===== src/adr_pkg.sv =====
// adr_pkg: register map, field positions, reset values and timing figures
// for the conversion-done / output-latch / read-checksum block.
// assumes a 32-bit AXI4-Lite register bus and one 125 MHz system clock.
package adr_pkg;

	localparam int ADDR_W = 8;
	localparam int DATA_W = 32;

	// register byte offsets
	localparam logic [ADDR_W-1:0] OFS_CTRL  = 8'h00;
	localparam logic [ADDR_W-1:0] OFS_PHASE = 8'h04;
	localparam logic [ADDR_W-1:0] OFS_CONV  = 8'h08;
	localparam logic [ADDR_W-1:0] OFS_STAT  = 8'h0C;
	localparam logic [ADDR_W-1:0] OFS_CHK   = 8'h10;
	localparam logic [ADDR_W-1:0] OFS_DATA0 = 8'h20;

	// control register fields
	localparam int CTRL_SRST_LSB  = 0;
	localparam int CTRL_SHDN_LSB  = 4;
	localparam int CTRL_HIZ       = 8;
	localparam int CTRL_JOINT     = 9;
	localparam int CTRL_CRC_EN    = 10;
	localparam int CTRL_CRC32     = 11;
	localparam int CTRL_LOOP      = 12;
	localparam int CTRL_START_LSB = 13;
	localparam int CTRL_ALERT_EN  = 15;
	localparam logic [31:0] CTRL_RST = 32'h0000_1300;

	// converter settings fields; any change restarts the converters
	localparam int CONV_RATIO_LSB = 0;
	localparam int CONV_PRE_LSB   = 3;
	localparam int CONV_EXT_CLK   = 5;
	localparam int CONV_EXT_REF   = 6;
	localparam int CONV_BITS    = 7;
	localparam logic [31:0] CONV_RST  = 32'h0000_0003;
	localparam logic [31:0] PHASE_RST = 32'h0000_0000;

	// status fields
	localparam int STAT_ALERT = 4;

	// read checksum
	localparam logic [15:0] CRC_POLY = 16'h8005;
	localparam logic [15:0] CRC_INIT = 16'h0000;

	// timing: converter period in system clocks = DIVCLK_MIN * BASE_RATIO << (pre + ratio)
	localparam int DIVCLK_MIN    = 2;
	localparam int BASE_RATIO    = 32;
	localparam int SINC_ORDER    = 3;

	localparam logic [1:0] RESP_OKAY   = 2'h0;
	localparam logic [1:0] RESP_SLVERR = 2'h2;

	typedef enum logic [1:0] {SP_IDLE, SP_DATA, SP_CRC} adr_spi_e;

endpackage : adr_pkg


===== src/adr_core.sv =====
// adr_core: converter restart, conversion-done pin, two-stage output latches
// and read checksum on the serial output, with an AXI4-Lite register slave.
// assumes SCK_IN and CS_N_IN are already synchronous to MCLK_IN and that SCK
// runs well below MCLK/2; the config checksum engine lives outside.
// Function
// restart active converters on phase write or converter setting change
// converters resume by themselves; channel output data cleared on restart
// rewriting the same phase value also restarts the active converters
// each conversion end gives a low pulse half a divided clock wide
// output data updated right after the pulse falling edge
// first pulse after reset waits filter settling plus channel delay
// later pulses are periodic at the output rate period
// idle pin floats when tristate select is 0, driven high when 1
// host sets tristate select to 1 when it is the only device
// chip select never affects the conversion-done pin
// converter reset pin low keeps the conversion-done pin inactive
// config checksum alert holds the conversion-done pin low
// first latch stage captures results, all active together when joint
// second latch freezes a channel when its serial read begins
// host clocks out a whole channel before moving on
// host waits the update delay after a pulse before reading
// ready flags go 0 on new data; polling them needs no delay
// checksum appended after each continuous read sequence when enabled
// checksum is CRC-16 with polynomial 0x8005
// checksum sent in 16 or 32 bit field, value unchanged
// receiver expects zero CRC over sequence plus checksum
// checksum inserted only at end of the selected set
// after last address of the set the read loops to its first
// enabled checksum mismatch drives the pin low until cleared
// checksum restarts from its initial value each new sequence
`timescale 1ns/1ps

module adr_core #(
	parameter int NCH   = 4,
	parameter int DW    = 24,
	parameter int CNT_W = 20
) (
	// clock and reset
	input  wire logic                        MCLK_IN,
	input  wire logic                        RST_N_IN,
	// axi4-lite write
	input  wire logic                        S_AXI_AWVALID_IN,
	output wire logic                        S_AXI_AWREADY_OUT,
	input  wire logic [adr_pkg::ADDR_W-1:0]  S_AXI_AWADDR_IN,
	input  wire logic                        S_AXI_WVALID_IN,
	output wire logic                        S_AXI_WREADY_OUT,
	input  wire logic [adr_pkg::DATA_W-1:0]  S_AXI_WDATA_IN,
	input  wire logic [3:0]                  S_AXI_WSTRB_IN,
	output wire logic                        S_AXI_BVALID_OUT,
	input  wire logic                        S_AXI_BREADY_IN,
	output wire logic [1:0]                  S_AXI_BRESP_OUT,
	// axi4-lite read
	input  wire logic                        S_AXI_ARVALID_IN,
	output wire logic                        S_AXI_ARREADY_OUT,
	input  wire logic [adr_pkg::ADDR_W-1:0]  S_AXI_ARADDR_IN,
	output wire logic                        S_AXI_RVALID_OUT,
	input  wire logic                        S_AXI_RREADY_IN,
	output wire logic [adr_pkg::DATA_W-1:0]  S_AXI_RDATA_OUT,
	output wire logic [1:0]                  S_AXI_RRESP_OUT,
	// converter side
	input  wire logic                        ADC_RESET_N_IN,
	input  wire logic [NCH*DW-1:0]           CH_RESULT_IN,
	input  wire logic                        CFG_CRC_MISMATCH_IN,
	// serial read port
	input  wire logic                        SCK_IN,
	input  wire logic                        CS_N_IN,
	output wire logic                        SDO_OUT,
	output wire logic                        SDO_OE_OUT,
	// conversion-done pin
	output wire logic                        CONV_DONE_N_OUT,
	output wire logic                        CONV_DONE_OE_OUT
);
	import adr_pkg::*;

	localparam int CH_W = $clog2(NCH);

	logic [31:0]          ctrl_ff;
	logic [31:0]          phase_ff;
	logic [31:0]          conv_ff;
	logic                 aw_ff;
	logic                 w_ff;
	logic [ADDR_W-1:0]    awaddr_ff;
	logic [31:0]          wdata_ff;
	logic [3:0]           wstrb_ff;
	logic                 bvalid_ff;
	logic [1:0]           bresp_ff;
	logic                 rvalid_ff;
	logic [31:0]          rdata_ff;
	logic [1:0]           rresp_ff;
	logic                 restart_ff;
	logic [DW-1:0]        data_ff [NCH];
	logic [NCH-1:0]       ready_n_ff;
	logic [15:0]          chk_ff;
	logic [CNT_W-1:0]     cnt_ff [NCH];
	logic [CNT_W-1:0]     pulse_ff;
	logic                 done_n_ff;
	logic                 done_oe_ff;
	logic                 sck_q_ff;
	adr_spi_e             state_ff;
	logic [CH_W-1:0]      ch_ff;
	logic [4:0]           bit_ff;
	logic [31:0]          sh_ff;
	logic [15:0]          crc_ff;

	function automatic logic [31:0] merge(input logic [31:0] old, input logic [31:0] nw,
			input logic [3:0] s);
		logic [31:0] r;
		r = old;
		for (int i = 0; i < 4; i++) begin
			if (s[i]) begin
				r[8*i+:8] = nw[8*i+:8];
			end
		end
		return r;
	endfunction : merge

	function automatic logic [15:0] crc_step(input logic [15:0] c, input logic b);
		return {c[14:0], 1'b0} ^ ((c[15] ^ b) ? CRC_POLY : 16'h0000);
	endfunction : crc_step

	// register write: address and data may arrive in either order
	wire         wr_go   = aw_ff && w_ff && !bvalid_ff;
	wire [31:0]  wr_val  = merge((awaddr_ff == OFS_CTRL) ? ctrl_ff :
			(awaddr_ff == OFS_PHASE) ? phase_ff : conv_ff, wdata_ff, wstrb_ff);
	wire         wr_hit  = (awaddr_ff == OFS_CTRL) || (awaddr_ff == OFS_PHASE)
			|| (awaddr_ff == OFS_CONV);

	assign S_AXI_AWREADY_OUT = !aw_ff && !bvalid_ff;
	assign S_AXI_WREADY_OUT  = !w_ff && !bvalid_ff;
	assign S_AXI_BVALID_OUT  = bvalid_ff;
	assign S_AXI_BRESP_OUT   = bresp_ff;
	assign S_AXI_ARREADY_OUT = !rvalid_ff;
	assign S_AXI_RVALID_OUT  = rvalid_ff;
	assign S_AXI_RDATA_OUT   = rdata_ff;
	assign S_AXI_RRESP_OUT   = rresp_ff;

	always_ff @(posedge MCLK_IN or negedge RST_N_IN) begin
		if (!RST_N_IN) begin
			aw_ff     <= 1'b0;
			w_ff      <= 1'b0;
			awaddr_ff <= '0;
			wdata_ff  <= '0;
			wstrb_ff  <= '0;
			bvalid_ff <= 1'b0;
			bresp_ff  <= RESP_OKAY;
		end else begin
			if (S_AXI_AWVALID_IN && S_AXI_AWREADY_OUT) begin
				aw_ff     <= 1'b1;
				awaddr_ff <= S_AXI_AWADDR_IN;
			end else if (wr_go) begin
				aw_ff <= 1'b0;
			end
			if (S_AXI_WVALID_IN && S_AXI_WREADY_OUT) begin
				w_ff     <= 1'b1;
				wdata_ff <= S_AXI_WDATA_IN;
				wstrb_ff <= S_AXI_WSTRB_IN;
			end else if (wr_go) begin
				w_ff <= 1'b0;
			end
			if (wr_go) begin
				bvalid_ff <= 1'b1;
				bresp_ff  <= wr_hit ? RESP_OKAY : RESP_SLVERR;
			end else if (S_AXI_BREADY_IN) begin
				bvalid_ff <= 1'b0;
			end
		end
	end

	always_ff @(posedge MCLK_IN or negedge RST_N_IN) begin
		if (!RST_N_IN) begin
			ctrl_ff  <= CTRL_RST;
			phase_ff <= PHASE_RST;
			conv_ff  <= CONV_RST;
		end else if (wr_go) begin
			if (awaddr_ff == OFS_CTRL) begin
				ctrl_ff <= wr_val;
			end
			if (awaddr_ff == OFS_PHASE) begin
				phase_ff <= wr_val;
			end
			if (awaddr_ff == OFS_CONV) begin
				conv_ff <= wr_val;
			end
		end
	end

	// any phase write, even of the same value, counts; reset value forces a first load
	always_ff @(posedge MCLK_IN or negedge RST_N_IN) begin
		if (!RST_N_IN) begin
			restart_ff <= 1'b1;
		end else begin
			restart_ff <= wr_go && ((awaddr_ff == OFS_PHASE)
					|| (awaddr_ff == OFS_CONV
					&& wr_val[CONV_BITS-1:0] != conv_ff[CONV_BITS-1:0]));
		end
	end

	// register read
	logic [31:0] rd_val;
	logic        rd_hit;
	always_comb begin
		rd_val = 32'h0000_0000;
		rd_hit = 1'b1;
		unique case (S_AXI_ARADDR_IN)
			OFS_CTRL:  rd_val = ctrl_ff;
			OFS_PHASE: rd_val = phase_ff;
			OFS_CONV:  rd_val = conv_ff;
			OFS_STAT:  rd_val = {27'h0, ctrl_ff[CTRL_ALERT_EN] && CFG_CRC_MISMATCH_IN,
					ready_n_ff};
			OFS_CHK:   rd_val = {16'h0000, chk_ff};
			default:   rd_hit = 1'b0;
		endcase
		for (int i = 0; i < NCH; i++) begin
			if (S_AXI_ARADDR_IN == OFS_DATA0 + ADDR_W'(4 * i)) begin
				rd_val = {{(32-DW){1'b0}}, data_ff[i]};
				rd_hit = 1'b1;
			end
		end
	end

	always_ff @(posedge MCLK_IN or negedge RST_N_IN) begin
		if (!RST_N_IN) begin
			rvalid_ff <= 1'b0;
			rdata_ff  <= '0;
			rresp_ff  <= RESP_OKAY;
		end else if (S_AXI_ARVALID_IN && !rvalid_ff) begin
			rvalid_ff <= 1'b1;
			rdata_ff  <= rd_val;
			rresp_ff  <= rd_hit ? RESP_OKAY : RESP_SLVERR;
		end else if (S_AXI_RREADY_IN) begin
			rvalid_ff <= 1'b0;
		end
	end

	// converter timing, counted in system clocks
	wire [2:0]       ratio    = conv_ff[CONV_RATIO_LSB+:3];
	wire [1:0]       pre      = conv_ff[CONV_PRE_LSB+:2];
	wire [CNT_W-1:0] dm_div   = CNT_W'(DIVCLK_MIN) << pre;
	// shift amount is 4 bits wide: ratio plus prescaler reaches ten
	wire [CNT_W-1:0] period   = CNT_W'(DIVCLK_MIN * BASE_RATIO) << (4'(ratio) + 4'(pre));
	wire [CNT_W-1:0] half_dm  = dm_div >> 1;
	wire             joint    = ctrl_ff[CTRL_JOINT];
	wire             alert    = ctrl_ff[CTRL_ALERT_EN] && CFG_CRC_MISMATCH_IN;

	logic [NCH-1:0] active;
	logic [NCH-1:0] evt;
	logic [NCH-1:0] latch;
	logic [NCH-1:0] rd_start;
	logic           lead_evt;
	logic           found;

	always_comb begin
		lead_evt = 1'b0;
		found    = 1'b0;
		for (int i = 0; i < NCH; i++) begin
			if (active[i] && !found) begin
				lead_evt = evt[i];
				found    = 1'b1;
			end
		end
	end

	genvar g;
	generate
		for (g = 0; g < NCH; g++) begin : g_ch
			wire [CNT_W-1:0] first = CNT_W'(SINC_ORDER) * period
					+ CNT_W'(phase_ff[8*g+:8]) * dm_div;

			// reset pin held low idles every channel
			assign active[g] = ADC_RESET_N_IN && !ctrl_ff[CTRL_SRST_LSB+g]
					&& !ctrl_ff[CTRL_SHDN_LSB+g];
			assign evt[g]    = active[g] && !restart_ff && cnt_ff[g] == '0;
			assign latch[g]  = joint ? (lead_evt && active[g]) : evt[g];

			always_ff @(posedge MCLK_IN or negedge RST_N_IN) begin
				if (!RST_N_IN) begin
					cnt_ff[g] <= '0;
				end else if (!active[g] || restart_ff) begin
					cnt_ff[g] <= first - 1'b1;
				end else if (cnt_ff[g] == '0) begin
					cnt_ff[g] <= period - 1'b1;
				end else begin
					cnt_ff[g] <= cnt_ff[g] - 1'b1;
				end
			end

			always_ff @(posedge MCLK_IN or negedge RST_N_IN) begin
				if (!RST_N_IN) begin
					data_ff[g] <= '0;
				end else if (restart_ff && active[g]) begin
					data_ff[g] <= '0;
				end else if (latch[g]) begin
					data_ff[g] <= CH_RESULT_IN[DW*g+:DW];
				end
			end

			// new data wins over a read start in the same cycle
			always_ff @(posedge MCLK_IN or negedge RST_N_IN) begin
				if (!RST_N_IN) begin
					ready_n_ff[g] <= 1'b1;
				end else if (latch[g]) begin
					ready_n_ff[g] <= 1'b0;
				end else if (rd_start[g] || (restart_ff && active[g])) begin
					ready_n_ff[g] <= 1'b1;
				end
			end
		end
	endgenerate

	// conversion-done pin; chip select plays no part here
	wire             trig      = joint ? lead_evt : |evt;
	wire [CNT_W-1:0] nxt_pulse = !ADC_RESET_N_IN ? '0 : trig ? half_dm :
			(pulse_ff != '0) ? pulse_ff - 1'b1 : '0;
	wire             nxt_low   = ADC_RESET_N_IN && (alert || nxt_pulse != '0);

	always_ff @(posedge MCLK_IN or negedge RST_N_IN) begin
		if (!RST_N_IN) begin
			pulse_ff   <= '0;
			done_n_ff  <= 1'b1;
			done_oe_ff <= 1'b0;
		end else begin
			pulse_ff   <= nxt_pulse;
			done_n_ff  <= !nxt_low;
			done_oe_ff <= nxt_low || ctrl_ff[CTRL_HIZ];
		end
	end

	assign CONV_DONE_N_OUT  = done_n_ff;
	assign CONV_DONE_OE_OUT = done_oe_ff;

	// serial read engine, mode 0,0: bits change on sck falling edge
	wire             sck_fall = sck_q_ff && !SCK_IN;
	wire             loop_md  = ctrl_ff[CTRL_LOOP];
	wire [CH_W-1:0]  start_ch = ctrl_ff[CTRL_START_LSB+:CH_W];
	wire [CH_W-1:0]  set_frst = loop_md ? '0 : start_ch;
	wire [CH_W-1:0]  set_last = loop_md ? CH_W'(NCH - 1) : start_ch;
	wire [15:0]      crc_bit  = crc_step(crc_ff, sh_ff[31]);

	adr_spi_e        nxt_state;
	logic [CH_W-1:0] nxt_ch;
	logic [4:0]      nxt_bit;
	logic [31:0]     nxt_sh;
	logic [15:0]     nxt_crc;
	logic [15:0]     nxt_chk;
	logic [CH_W-1:0] ld_ch;
	logic            ld;

	always_comb begin
		nxt_state = state_ff;
		nxt_ch    = ch_ff;
		nxt_bit   = bit_ff;
		nxt_sh    = sh_ff;
		nxt_crc   = crc_ff;
		nxt_chk   = chk_ff;
		ld        = 1'b0;
		ld_ch     = ch_ff;
		if (CS_N_IN) begin
			nxt_state = SP_IDLE;
		end else begin
			unique case (state_ff)
				SP_IDLE: begin
					ld      = 1'b1;
					ld_ch   = start_ch;
					nxt_crc = CRC_INIT;
				end
				SP_DATA: begin
					if (sck_fall) begin
						if (bit_ff != '0) begin
							nxt_sh  = {sh_ff[30:0], 1'b0};
							nxt_bit = bit_ff - 1'b1;
							nxt_crc = crc_bit;
						end else if (ch_ff == set_last) begin
							if (ctrl_ff[CTRL_CRC_EN]) begin
								nxt_state = SP_CRC;
								nxt_sh    = {crc_bit, 16'h0000};
								nxt_bit   = ctrl_ff[CTRL_CRC32] ? 5'h1F : 5'h0F;
								nxt_chk   = crc_bit;
							end else begin
								ld      = 1'b1;
								ld_ch   = set_frst;
								nxt_crc = CRC_INIT;
							end
						end else begin
							ld      = 1'b1;
							ld_ch   = ch_ff + 1'b1;
							nxt_crc = crc_bit;
						end
					end
				end
				SP_CRC: begin
					if (sck_fall) begin
						if (bit_ff != '0) begin
							nxt_sh  = {sh_ff[30:0], 1'b0};
							nxt_bit = bit_ff - 1'b1;
						end else begin
							ld      = 1'b1;
							ld_ch   = set_frst;
							nxt_crc = CRC_INIT;
						end
					end
				end
			endcase
		end
		if (ld) begin
			nxt_state = SP_DATA;
			nxt_ch    = ld_ch;
			nxt_bit   = 5'(DW - 1);
			nxt_sh    = {data_ff[ld_ch], {(32-DW){1'b0}}};
		end
	end

	always_comb begin
		rd_start = '0;
		if (ld) begin
			rd_start[ld_ch] = 1'b1;
		end
	end

	always_ff @(posedge MCLK_IN or negedge RST_N_IN) begin
		if (!RST_N_IN) begin
			sck_q_ff <= 1'b0;
			state_ff <= SP_IDLE;
			ch_ff    <= '0;
			bit_ff   <= '0;
			sh_ff    <= '0;
			crc_ff   <= CRC_INIT;
			chk_ff   <= '0;
		end else begin
			sck_q_ff <= SCK_IN;
			state_ff <= nxt_state;
			ch_ff    <= nxt_ch;
			bit_ff   <= nxt_bit;
			sh_ff    <= nxt_sh;
			crc_ff   <= nxt_crc;
			chk_ff   <= nxt_chk;
		end
	end

	// data bits and checksum leave straight from the shift register
	assign SDO_OUT    = sh_ff[31];
	assign SDO_OE_OUT = state_ff != SP_IDLE;

endmodule : adr_core


===== config.mk =====
export PLATFORM = sky130hd
export DESIGN_NAME = adr_core
export DESIGN_NICKNAME = d
export VERILOG_FILES = /design/src/adr_pkg.sv /design/src/adr_core.sv
export SDC_FILE = /design/constraint.sdc
export NUM_CORES = 1
export LEC_CHECK = 0
export BUFFER_PORTS_ARGS = -buffer_cell sky130_fd_sc_hd__buf_2
export CAP_MARGIN = 40
export CORE_MARGIN = 3
export CORE_UTILIZATION = 32
export CTS_BUF_LIST = sky130_fd_sc_hd__clkbuf_2 sky130_fd_sc_hd__clkbuf_4 sky130_fd_sc_hd__clkbuf_8
export DETAILED_ROUTE_END_ITERATION = 6
export GPL_ROUTABILITY_DRIVEN = 0
export PLACE_DENSITY_LB_ADDON = 0.08
export SLEW_MARGIN = 10
export SYNTH_ARGS = -nofsm -noshare
export SYNTH_HDL_FRONTEND = slang
export SYNTH_SLANG_ARGS = --single-unit

===== constraint.sdc =====
create_clock -name MCLK_IN -period 12.5 [get_ports MCLK_IN]
set_clock_uncertainty 0.1 [all_clocks]
set_input_delay 0.625 -clock MCLK_IN [delete_from_list [all_inputs] [get_ports MCLK_IN]]
set_output_delay 0.625 -clock MCLK_IN [all_outputs]
set_load 0.02 [all_outputs]

==> run_results.csv, run 1 <==
group,metric,value,unit
critical_path,worstPathArrival,6.98,ns
critical_path,path_class,"register to register",
pwr,vdd_drop_max,262.8,uV
yosys,synth_top_area_share,35.13,%
yosys,synthesis.area,31050,um2
timing,fmax,0.1531,GHz
placed_design,dpl.cell_count,4766,
yosys,yosys_warnings,0,
cells_and_area,synthToLayoutAreaGrowth,18.94,%
route,top_layer,"met4",
route,first_iter_violations,1428,
timing,rsz0062_at_grt,"false",
clock_tree,cts.path.max_buffers,3,
yosys,syn_area_per_cell,9.061,um2
pwr,power.leakage,0.01706,uW
pwr,p_per_area,313.7,nW/um2
timing,final-hold-violation-count,0,
placed_design,port_buffers,201,
clock_tree,cts_resized,0,
yosys,async_flop_share,100.0,%
route,post_drt_wl_per_cell,21.44,um
clock_tree,cts_buffers,91,
yosys,seq_area_frac_synth,36.07,%
critical_path,critPathCaptureType,"register",
route,routed-via-count,25661,
floorplanning,ios,204,
grt,overflow,0,
route,avgViaCountPerCell,5.070,
outcome,status,"finished, final reports clean",
grt,grt_pass1_vias,26390,
grt,antenna_found_initial,5,
clock_tree,cts_tree,"built",
timing,slew_violations,0,
pwr,p_total,11590,uW
cells_and_area,fin_cells,5061,
timing,relSlewSlack,28.09,%
route,met1_length,51.46,mm
critical_path,r2r_end,"cnt_ff[59]",
clock_tree,clock-sinks,447,
critical_path,cp_data_required_time,12.95,ns
timing,min_period,6.531,ns
timing,worstMarginPinSlew,1.079,ns
yosys,synth_seq_cells,447,
placed_design,hpwlAfterDp,79.90,mm
cells_and_area,drive_above_1_share,15.27,%
timing,tns,0,ns
critical_path,reg2reg_from,"conv_ff[0]",
flow_run,cap_violations,0,
grt,grt_pass1_wl,166.2,mm
floorplanning,start_util,32.49,%
clock_tree,clk_latency,0.74,ns
timing,setup_violations,0,
yosys,synth-edff-count,0,
floorplanning,dieArea,100800,um2
route,ant_nets,0,
yosys,synth.distinct_cells,86,
floorplanning,core_area,95580,um2
yosys,syn-instance-count,3427,
yosys,synth_common_cells,"436 x dfrtp_1, 424 x nand2_1, 286 x nor2_1",
grt,track_usage,21.24,%
grt,grt_max_degree,166,
route,drc,0,
route,wl_met3,4.039,mm
floorplanning,die_h,317.5,um
route,wl_met2,50.61,mm
clock_tree,cts_root_buf,"clkbuf_8",
yosys,synthTopCellsByArea,"dfrtp_1 35%, ha_1 8.6%, fa_1 6.6%, nand2_1 5.1%, a21oi_1 4.2%",
clock_tree,clk_transition_reported_paths,0.06,ns
critical_path,timing.reg2reg.setup_slack,5.97,ns
critical_path,crit_start,"conv_ff[0]",
critical_path,start_kind,"register",
critical_path,cp-endpoint,"cnt_ff[59]",
yosys,yosys.area.top_type,"dfrtp_1",
route,wirelength,108.5,mm
clock_tree,cts_max_level,3,
critical_path,r2r_cells,22,
floorplanning,rows,113,
timing,post-route-period-util,52.25,%
critical_path,cp_max_fo,11,
worst_hold_path,hold_path_class,"primary input to register",
yosys,ys.flop_type,"dfrtp_1",
cells_and_area,final_nets,4193,
yosys,synth_most_common_cell,"dfrtp_1",
route,drt-pass1-iter-count,7,
floorplanning,fp.dieW,317.5,um
[per-stage QoR]
step           hold slack, ns  setup WS, ns  util, %  cell area [um2]
3_3_place_gp           0.3614         5.600    34.90            33350
3_5_place_dp           0.3655         5.942    35.22            33660
4_1_cts             0.0009092         5.917    38.63            36920
2_1_floorplan          0.2294         6.708        -            31060
6_report              0.08082         5.969    38.64            36940
5_1_grt               0.02665         5.374    38.63            36930
[kinds of logic after synthesis]
group,count (synthesis),synth area share [%]
muxes,196,6.680
other,1,0.01208
DFF,447,36.07
adders and majority gates,316,15.20
and+or+nand+nor,1076,15.72
xor gates and xnor gates,175,4.984
buffers and inverters,421,5.194
AOI/OAI and AO/OA,795,16.15
[repair_timing]
action                    CTS  global route
buffers inserted            0             0
hold endpoints to repair  205             0
hold buffers              124             0
[registers in the layout, indices dropped and copies added, names as in the netlist, 24 cells and up]
signal and count:
sh_ff 24, wdata_ff 32, ctrl_ff 32, S_AXI_RDATA_OUT 32, data_ff 96, phase_ff 32, cnt_ff 80, conv_ff 32
[final cells by class]
type	instances	area, um2
diodes	5	12.51
clock buffers	152	1848
clock inverters	14	171.4
fillers	9807	58640
inverters	232	870.8
multi-input cells	2560	18370
flip-flops and latches	447	11200
well taps	1265	1583
repair buffers	386	2885
[worst max-delay path, stage by stage (launching register included)]
cell and delay (ns):
dfstp_2 0.58, ha_1 0.20, inv_1 0.07, fa_1 0.69, inv_1 0.11, nor4_1 0.28, clkdlybuf4s15_2 0.32, inv_1 0.11
ha_1 0.38, a21oi_1 0.16, nor2b_1 0.07, a311o_1 0.33, xnor2_1 0.52, fa_1 0.52, inv_1 0.06, ha_1 0.26
o21ai_0 0.09, o21ai_0 0.16, o41ai_1 0.55, o21ai_0 0.27, a31oi_1 0.25, xor2_1 0.16, o221ai_1 0.12
[routing by layer]
layer | GRT usage [%] | vias up
li1 | - | 12518
met1 | 29.53 | 12496
met2 | 34.67 | 521
met3 | 2.766 | 126
met4 | 5.894 | 0
met5 | 0 | -
[cell usage in the layout, fill, tap and decap left out, drive strengths merged, types with 45 or more instances in the layout]
| master | instances |
|---|---|
| ha | 214 |
| dfrtp | 436 |
| fa | 102 |
| nand2 | 424 |
| inv | 235 |
| xnor2 | 107 |
| nor2 | 286 |
| xor2 | 67 |
| a211oi | 45 |
| nand3 | 73 |
| a21oi | 260 |
| o21ai | 205 |
| buf | 260 |
| and2 | 70 |
| dlygate4sd3 | 124 |
| mux2i | 106 |
| mux2 | 90 |
| clkbuf | 152 |
| nor3 | 55 |
[power breakdown]
part	internal, uW	total [uW]	switching (uW)
Combinational	3110	7480	4370
Sequential	1940	2410	474
Clock	976	1690	716
Total	6030	11600	5560
[worst min path at each step]
stage | startpoint | end | slack (ns) | cells after the start
after floorplan | RST_N_IN | CONV_DONE_OE_OUT | 0.23 | 0
after global placement | S_AXI_RDATA_OUT[27] | S_AXI_RDATA_OUT[27] | 0.36 | 2
after detailed placement | S_AXI_RDATA_OUT[27] | S_AXI_RDATA_OUT[27] | 0.37 | 2
after CTS | CH_RESULT_IN[41] | data_ff[65] | 0.0009 | 3
after global routing | CH_RESULT_IN[27] | data_ff[51] | 0.03 | 2
final | CH_RESULT_IN[41] | data_ff[65] | 0.08 | 3
Power figures use the tool's default switching activity.
==> inputs of run 2 (changes only) <==
Settings changed: ABC_AREA set to 1.
Clock period 12.5 ns to 5.5 ns, I/O delays scaled along.
==> run 2 against run 1 <==
  * Routed wire length is 13% higher
  * Clock power is 120% higher
  * Core utilization up 0.56 points
  * Critical path depth unchanged
  * Global-route usage is 2.2 points higher
  * Largest cell class unchanged
  * Sequential cell count stayed put
  * Non-clock buffer count is 83 higher
  * Clock-buffer cell count decreased by 7
  * Die area increased by 3.3%
==> run_results.csv, run 2 <==
group,metric,value,unit
critical_path,cp_data_required_time,6.03,ns
yosys,synthTopCellsByArea,"dfrtp_1 34%, nand2_1 11%, ha_1 8.3%, inv_1 7.0%, o21ai_0 6.4%",
pwr,p_int,12650,uW
placed_design,port_buffers,201,
route,ant_nets,0,
floorplanning,fp.dieW,322.7,um
grt,grt_pass1_wl,184.7,mm
pwr,comb_power_share,64.2,%
timing,min_period,5.195,ns
outcome,status,"finished, final reports clean",
yosys,synth_most_common_cell,"nand2_1",
yosys,seq_area_frac_synth,34.90,%
floorplanning,ios,204,
floorplanning,die_h,322.7,um
yosys,synth_common_cells,"939 x nand2_1, 600 x inv_1, 436 x dfrtp_1",
route,avgViaCountPerCell,4.948,
yosys,yosys_warnings,0,
pwr,vdd_drop_max,576.4,uV
floorplanning,rows,115,
clock_tree,clk_transition_reported_paths,0.05,ns
route,wirelength,122.6,mm
timing,setup_violations,0,
pwr,p_total,24610,uW
critical_path,cp_max_fo,11,
critical_path,timing.reg2reg.setup_slack,0.30,ns
pwr,switchingPower,11960,uW
yosys,synth.distinct_cells,70,
cells_and_area,drive_above_1_share,14.52,%
cells_and_area,synthToLayoutAreaGrowth,20.77,%
critical_path,critical_path_buf_inv_count,4,
critical_path,critPathCaptureType,"register",
timing,hold_ws,0.06485,ns
clock_tree,clock-sinks,447,
cells_and_area,layout_commonest_cell,"nand2_1",
clock_tree,clk_latency,0.73,ns
critical_path,worstPathArrival,5.73,ns
critical_path,crit_start,"conv_ff[3]",
critical_path,cp_num_cells,22,
yosys,yosys.area.top_type,"dfrtp_1",
grt,use_met1,35.14,%
critical_path,reg2reg_from,"conv_ff[3]",
critical_path,crit_slowest_cell,"fa_1",
yosys,synth-edff-count,0,
placed_design,place_area,35020,um2
route,routed-via-count,29301,
clock_tree,cts_tree,"built",
placed_design,hpwlAfterDp,93.17,mm
clock_tree,cts_root_buf,"clkbuf_8",
route,drt-pass1-iter-count,5,
pwr,power.leakage,0.01913,uW
route,post_drt_wl_per_cell,20.71,um
grt,overflow,0,
critical_path,path_class,"register to register",
pwr,pwr-share-seq,20.6,%
critical_path,cp-endpoint,"cnt_ff[73]",
critical_path,r2r_cells,22,
yosys,ys.flop_type,"dfrtp_1",
yosys,synth_seq_cells,447,
critical_path,path_cells,"inv_1 -> nor2_1 -> inv_1 -> buf_4 -> nor2_1 -> fa_1 -> ha_1 -> fa_1 -> fa_1 -> fa_1 -> ha_1 -> a21oi_1 -> nand2_1 -> nand2_1 -> nand2_1 -> a21oi_1 -> o21ai_1 -> inv_1 -> nor2_2 -> o21ai_0 -> nand2_1 -> o221ai_1",
floorplanning,dieArea,104100,um2
critical_path,crit_family,"adder cells",
clock_tree,cts_buffers,89,
timing,final-hold-violation-count,0,
floorplanning,start_util,32.47,%
grt,track_usage,23.46,%
yosys,syn-instance-count,4148,
timing,fmax,0.1925,GHz
cells_and_area,regMostFlops,"data_ff",
cells_and_area,final_nets,5041,
yosys,syn_area_per_cell,7.737,um2
floorplanning,core_area,98850,um2
grt,grt_max_degree,140,
critical_path,critical-path-max-stage-delay,0.52,ns
worst_hold_path,hold_path_class,"primary input to register",
cells_and_area,largest_reg_flops,96,
pwr,p_sw_share,48.60,%
critical_path,start_kind,"register",
grt,grt_pass1_vias,28900,
grt,use_met3,3.043,%
clock_tree,cts.path.max_buffers,3,
cells_and_area,final_cell_mix,"934 x nand2_1, 595 x inv_1, 434 x dfrtp_1",
yosys,async_flop_share,100.0,%
cells_and_area,fin_area,38760,um2
flow_run,cap_violations,0,
grt,use_met2,35.05,%
timing,post-route-period-util,94.46,%
grt,antenna_found_initial,3,
pwr,pwr-share-clk,15.1,%
timing,slew_violations,0,
cells_and_area,largest_registers,"data_ff x96, cnt_ff x80",
timing,worstMarginPinSlew,0.9208,ns
clock_tree,cts_max_level,3,
pwr,p_per_area,635.0,nW/um2
timing,relSlewSlack,38.61,%
yosys,synth_top_area_share,34.00,%
grt,busiest_layer,"met1",
timing,rsz0062_at_grt,"true",
route,drc,0,
cells_and_area,n_fill_cell,10343,
critical_path,r2r_end,"cnt_ff[73]",
yosys,synthesis.area,32090,um2
route,first_iter_violations,2207,
[run 2: worst reg2reg max path, delay by kind of cell, from the launching register on]
family,cells,cell delay [ns]
AOI/OAI and AO/OA,5,0.95
buffers and inverters,4,0.55
adders and majority gates,6,2.55
and+or+nand+nor,7,0.51
DFF,1,0.44
[run 2: worst min-delay path by stage]
stage                                  end  slack (ns)            start  cells after the start
after floorplan           CONV_DONE_OE_OUT       -0.12         RST_N_IN                      0
after global routing                  w_ff        0.08  S_AXI_WVALID_IN                      3
after global placement          cnt_ff[29]        0.22         RST_N_IN                      1
final                                 w_ff        0.06  S_AXI_WVALID_IN                      3
after CTS                             w_ff       0.002  S_AXI_WVALID_IN                      3
after detailed placement        cnt_ff[29]        0.21         RST_N_IN                      1
[run 2: area by class of cell]
cell class	count	area, um2	share of cell area [%]
inverter	617	2318	5.982
sequential	447	11200	28.90
multi-input combinational	2942	18100	46.70
clock inverter	14	106.4	0.2744
antenna	1	2.502	0.006456
clock buffer	145	1827	4.713
tap	1287	1610	4.155
timing repair buffer	469	3591	9.265
[run 2: power groups by stage]
stage	Combinational, uW	Clock, uW	Sequential, uW
after floorplan	10500	0	4820
after global placement	15100	0	5120
after detailed placement	15200	0	5110
after CTS	15400	3850	5060
after global routing	17900	3990	5190
final	15800	3720	5080
[run 2: logic make-up (layout without fill, tap and decap cells)]
kind of cell / count (synthesis) / after routing / synth area share [%]
buffers and inverters: 760 / 1245 / 9.377
XOR/XNOR: 108 / 108 / 2.971
multiplexers: 34 / 34 / 1.193
flip-flops: 447 / 447 / 34.90
other: 1 / 3 / 0.01169
AND/OR/NAND/NOR: 1657 / 1657 / 21.90
adder cells (fa/ha/maj): 316 / 316 / 14.71
AO/OA/AOI/OAI: 825 / 825 / 14.94
[run 2: what timing repair did]
action,CTS,global route
endpoints found under the hold margin,239,0
gates resized for setup,1,47
hold buffers,156,0
pin swaps,0,9
endpoints found under the setup margin,6,31
setup buffers,0,6
[run 2: metal layers]
metal | vias to the layer above | part of all wire (%)
li1 | 14355 | -
met1 | 14083 | 50
met2 | 702 | 43
met3 | 161 | 4.8
met4 | 0 | 2.8
met5 | - | 0
[run 2: metrics by stage]
stage	cells	worst slack, ns	util (%)	setup TNS, ns
final	5922	0.3047	39.21	0
after CTS	5915	0.07988	38.97	0
after global routing	5922	-0.02102	39.21	-0.02706
after floorplan	4149	0.2730	-	0
after global placement	5580	-0.1834	35.18	-0.2837
after detailed placement	5600	-0.1619	35.43	-0.3580
==> inputs of run 3 (changes only) <==
Clock period 5.5 ns to 5.35 ns, I/O delays scaled along.
==> run 3 against run 2 <==
  * Critical path depth up 7
  * Die area did not move
  * Non-clock buffer count is 29 higher
  * Via count is 1.1% higher
  * Total power rose by 5.7%
  * Setup slack worse by 0.035 ns
  * Clock power about the same
  * Fmax grew 2.3%
  * Design area up 0.72%
==> run_results.csv, run 3 (same netlist as run 2, synthesis figures left out) <==
group,metric,value,unit
cells_and_area,seq_area,11200,um2
cells_and_area,layout_commonest_cell,"nand2_1",
clock_tree,clk_latency,0.74,ns
critical_path,crit_slowest_cell,"dfstp_2",
clock_tree,cts_root_buf,"clkbuf_8",
clock_tree,cts_buffers,89,
worst_hold_path,hold_depth,4,
critical_path,crit_top_cell,"inv_1",
cells_and_area,largest_reg_flops,96,
critical_path,timing.reg2reg.setup_slack,0.27,ns
critical_path,r2r_end,"cnt_ff[79]",
grt,grt_max_degree,152,
placed_design,hpwlAfterDp,93.49,mm
worst_hold_path,hold_path_startpoint,"S_AXI_WVALID_IN",
cells_and_area,regMostFlops,"data_ff",
cells_and_area,final_nets,5070,
grt,grt_pass1_vias,29083,
clock_tree,cts_tree,"built",
critical_path,cp_max_fo,6,
timing,post-route-period-util,94.96,%
critical_path,critical-path-max-stage-delay,0.53,ns
clock_tree,clock-sinks,447,
timing,slew_violations,0,
timing,fmax,0.1968,GHz
critical_path,reg2reg_from,"conv_ff[0]",
clock_tree,cts_max_level,3,
flow_run,cap_violations,0,
timing,layout_setup_ws,0.2696,ns
cells_and_area,final_cell_mix,"933 x nand2_1, 594 x inv_1, 434 x dfrtp_1",
timing,rsz0062_at_grt,"true",
floorplanning,ios,204,
grt,antenna_found_initial,7,
critical_path,critPathCaptureType,"register",
route,ant_nets,0,
cells_and_area,n_fill_cell,10362,
floorplanning,die_h,322.7,um
route,avgViaCountPerCell,4.976,
floorplanning,start_util,32.47,%
critical_path,path_class,"register to register",
pwr,vdd_drop_max,550.7,uV
critical_path,r2r_cells,29,
worst_hold_path,hold_path_class,"primary input to register",
route,post_drt_wl_per_cell,20.88,um
worst_hold_path,min_to,"wdata_ff[6]",
pwr,p_per_area,666.7,nW/um2
placed_design,pre_cts_slack,-0.02435,ns
timing,tns,0,ns
critical_path,worstPathArrival,5.60,ns
route,routed-via-count,29613,
floorplanning,dieArea,104100,um2
pwr,power.leakage,0.01924,uW
route,wirelength,124.2,mm
floorplanning,rows,115,
timing,min_period,5.080,ns
cells_and_area,multiInputGateArea,18200,um2
floorplanning,core_area,98850,um2
timing,relSlewSlack,31.80,%
timing,setup_violations,0,
route,drc,0,
critical_path,start_kind,"register",
grt,grt_pass1_wl,186.5,mm
cells_and_area,synthToLayoutAreaGrowth,21.64,%
critical_path,cp_data_required_time,5.87,ns
grt,track_usage,23.69,%
grt,overflow,0,
floorplanning,fp.dieW,322.7,um
cells_and_area,largest_registers,"data_ff x96, cnt_ff x80",
route,drt-pass1-iter-count,7,
placed_design,port_buffers,201,
route,first_iter_violations,2095,
timing,final-hold-violation-count,0,
outcome,status,"finished, final reports clean",
timing,worstMarginPinSlew,1.023,ns
clock_tree,clk_transition_reported_paths,0.06,ns
cells_and_area,drive_above_1_share,15.45,%
clock_tree,cts.path.max_buffers,3,
-- run 3: per-stage QoR --
| step | total power [uW] | std cells | utilization [%] | hold slack (ns) | area [um2] |
|---|---|---|---|---|---|
| after global routing | 28670 | 5950 | 39.49 | 0.05829 | 39030 |
| after detailed placement | 21360 | 5625 | 35.61 | 0.1435 | 35200 |
| after CTS | 25370 | 5941 | 39.14 | 0.008627 | 38690 |
| final | 26030 | 5951 | 39.49 | 0.08593 | 39040 |
| after floorplan | 15800 | 4149 | - | -0.1281 | 32100 |
| after global placement | 21300 | 5609 | 35.42 | 0.1541 | 35010 |
-- run 3: what timing repair did --
item | in CTS | in global routing
hold buffers | 159 | 0
resized for setup | 1 | 74
endpoints found under the setup margin | 2 | 36
endpoints found under the hold margin | 304 | 0
buffers inserted | 0 | 7
pin swaps | 0 | 11
-- run 3: how the worst max path moves through the flow --
stage | from | end | slack [ns] | depth (start not counted)
after global placement | conv_ff[0] | cnt_ff[38] | -0.23 | 27
after floorplan | conv_ff[0] | cnt_ff[38] | 0.12 | 30
after detailed placement | conv_ff[0] | cnt_ff[59] | -0.02 | 27
after CTS | conv_ff[0] | cnt_ff[38] | 0.006 | 31
final | conv_ff[0] | cnt_ff[79] | 0.27 | 29
after global routing | conv_ff[0] | cnt_ff[39] | -0.07 | 29
-- run 3: final cells by class --
cell class              instances  area share, %
multi-input cells            2942          46.62
flip-flops and latches        447          28.70
repair buffers                498          9.821
inverters                     617          5.942
clock buffers                 144          4.484
well taps                    1287          4.125
clock inverters                13         0.2981
diodes                          3        0.01923
-- run 3: power breakdown --
group / switching, uW / internal, uW / total, uW
Combinational: 10100 / 6960 / 17100
Sequential: 811 / 4400 / 5210
Clock: 1620 / 2110 / 3730
-- run 3: per-layer routing --
metal	vias up	share of wire (%)	GRT usage (%)
met4	4	3.0	7.212
li1	14440	-	-
met5	-	0.018	0
met1	14263	50	35.44
met3	181	4.9	3.677
met2	725	42	34.96
-- run 3: worst max-delay path, delay by kind of cell (launching register included) --
kind | cells | cell delay, ns
AO/OA/AOI/OAI | 8 | 1.16
XOR/XNOR | 1 | 0.12
adder cells (fa/ha/maj) | 5 | 1.68
buffers and inverters | 7 | 0.60
flip-flops | 1 | 0.53
AND/OR/NAND/NOR | 8 | 0.79
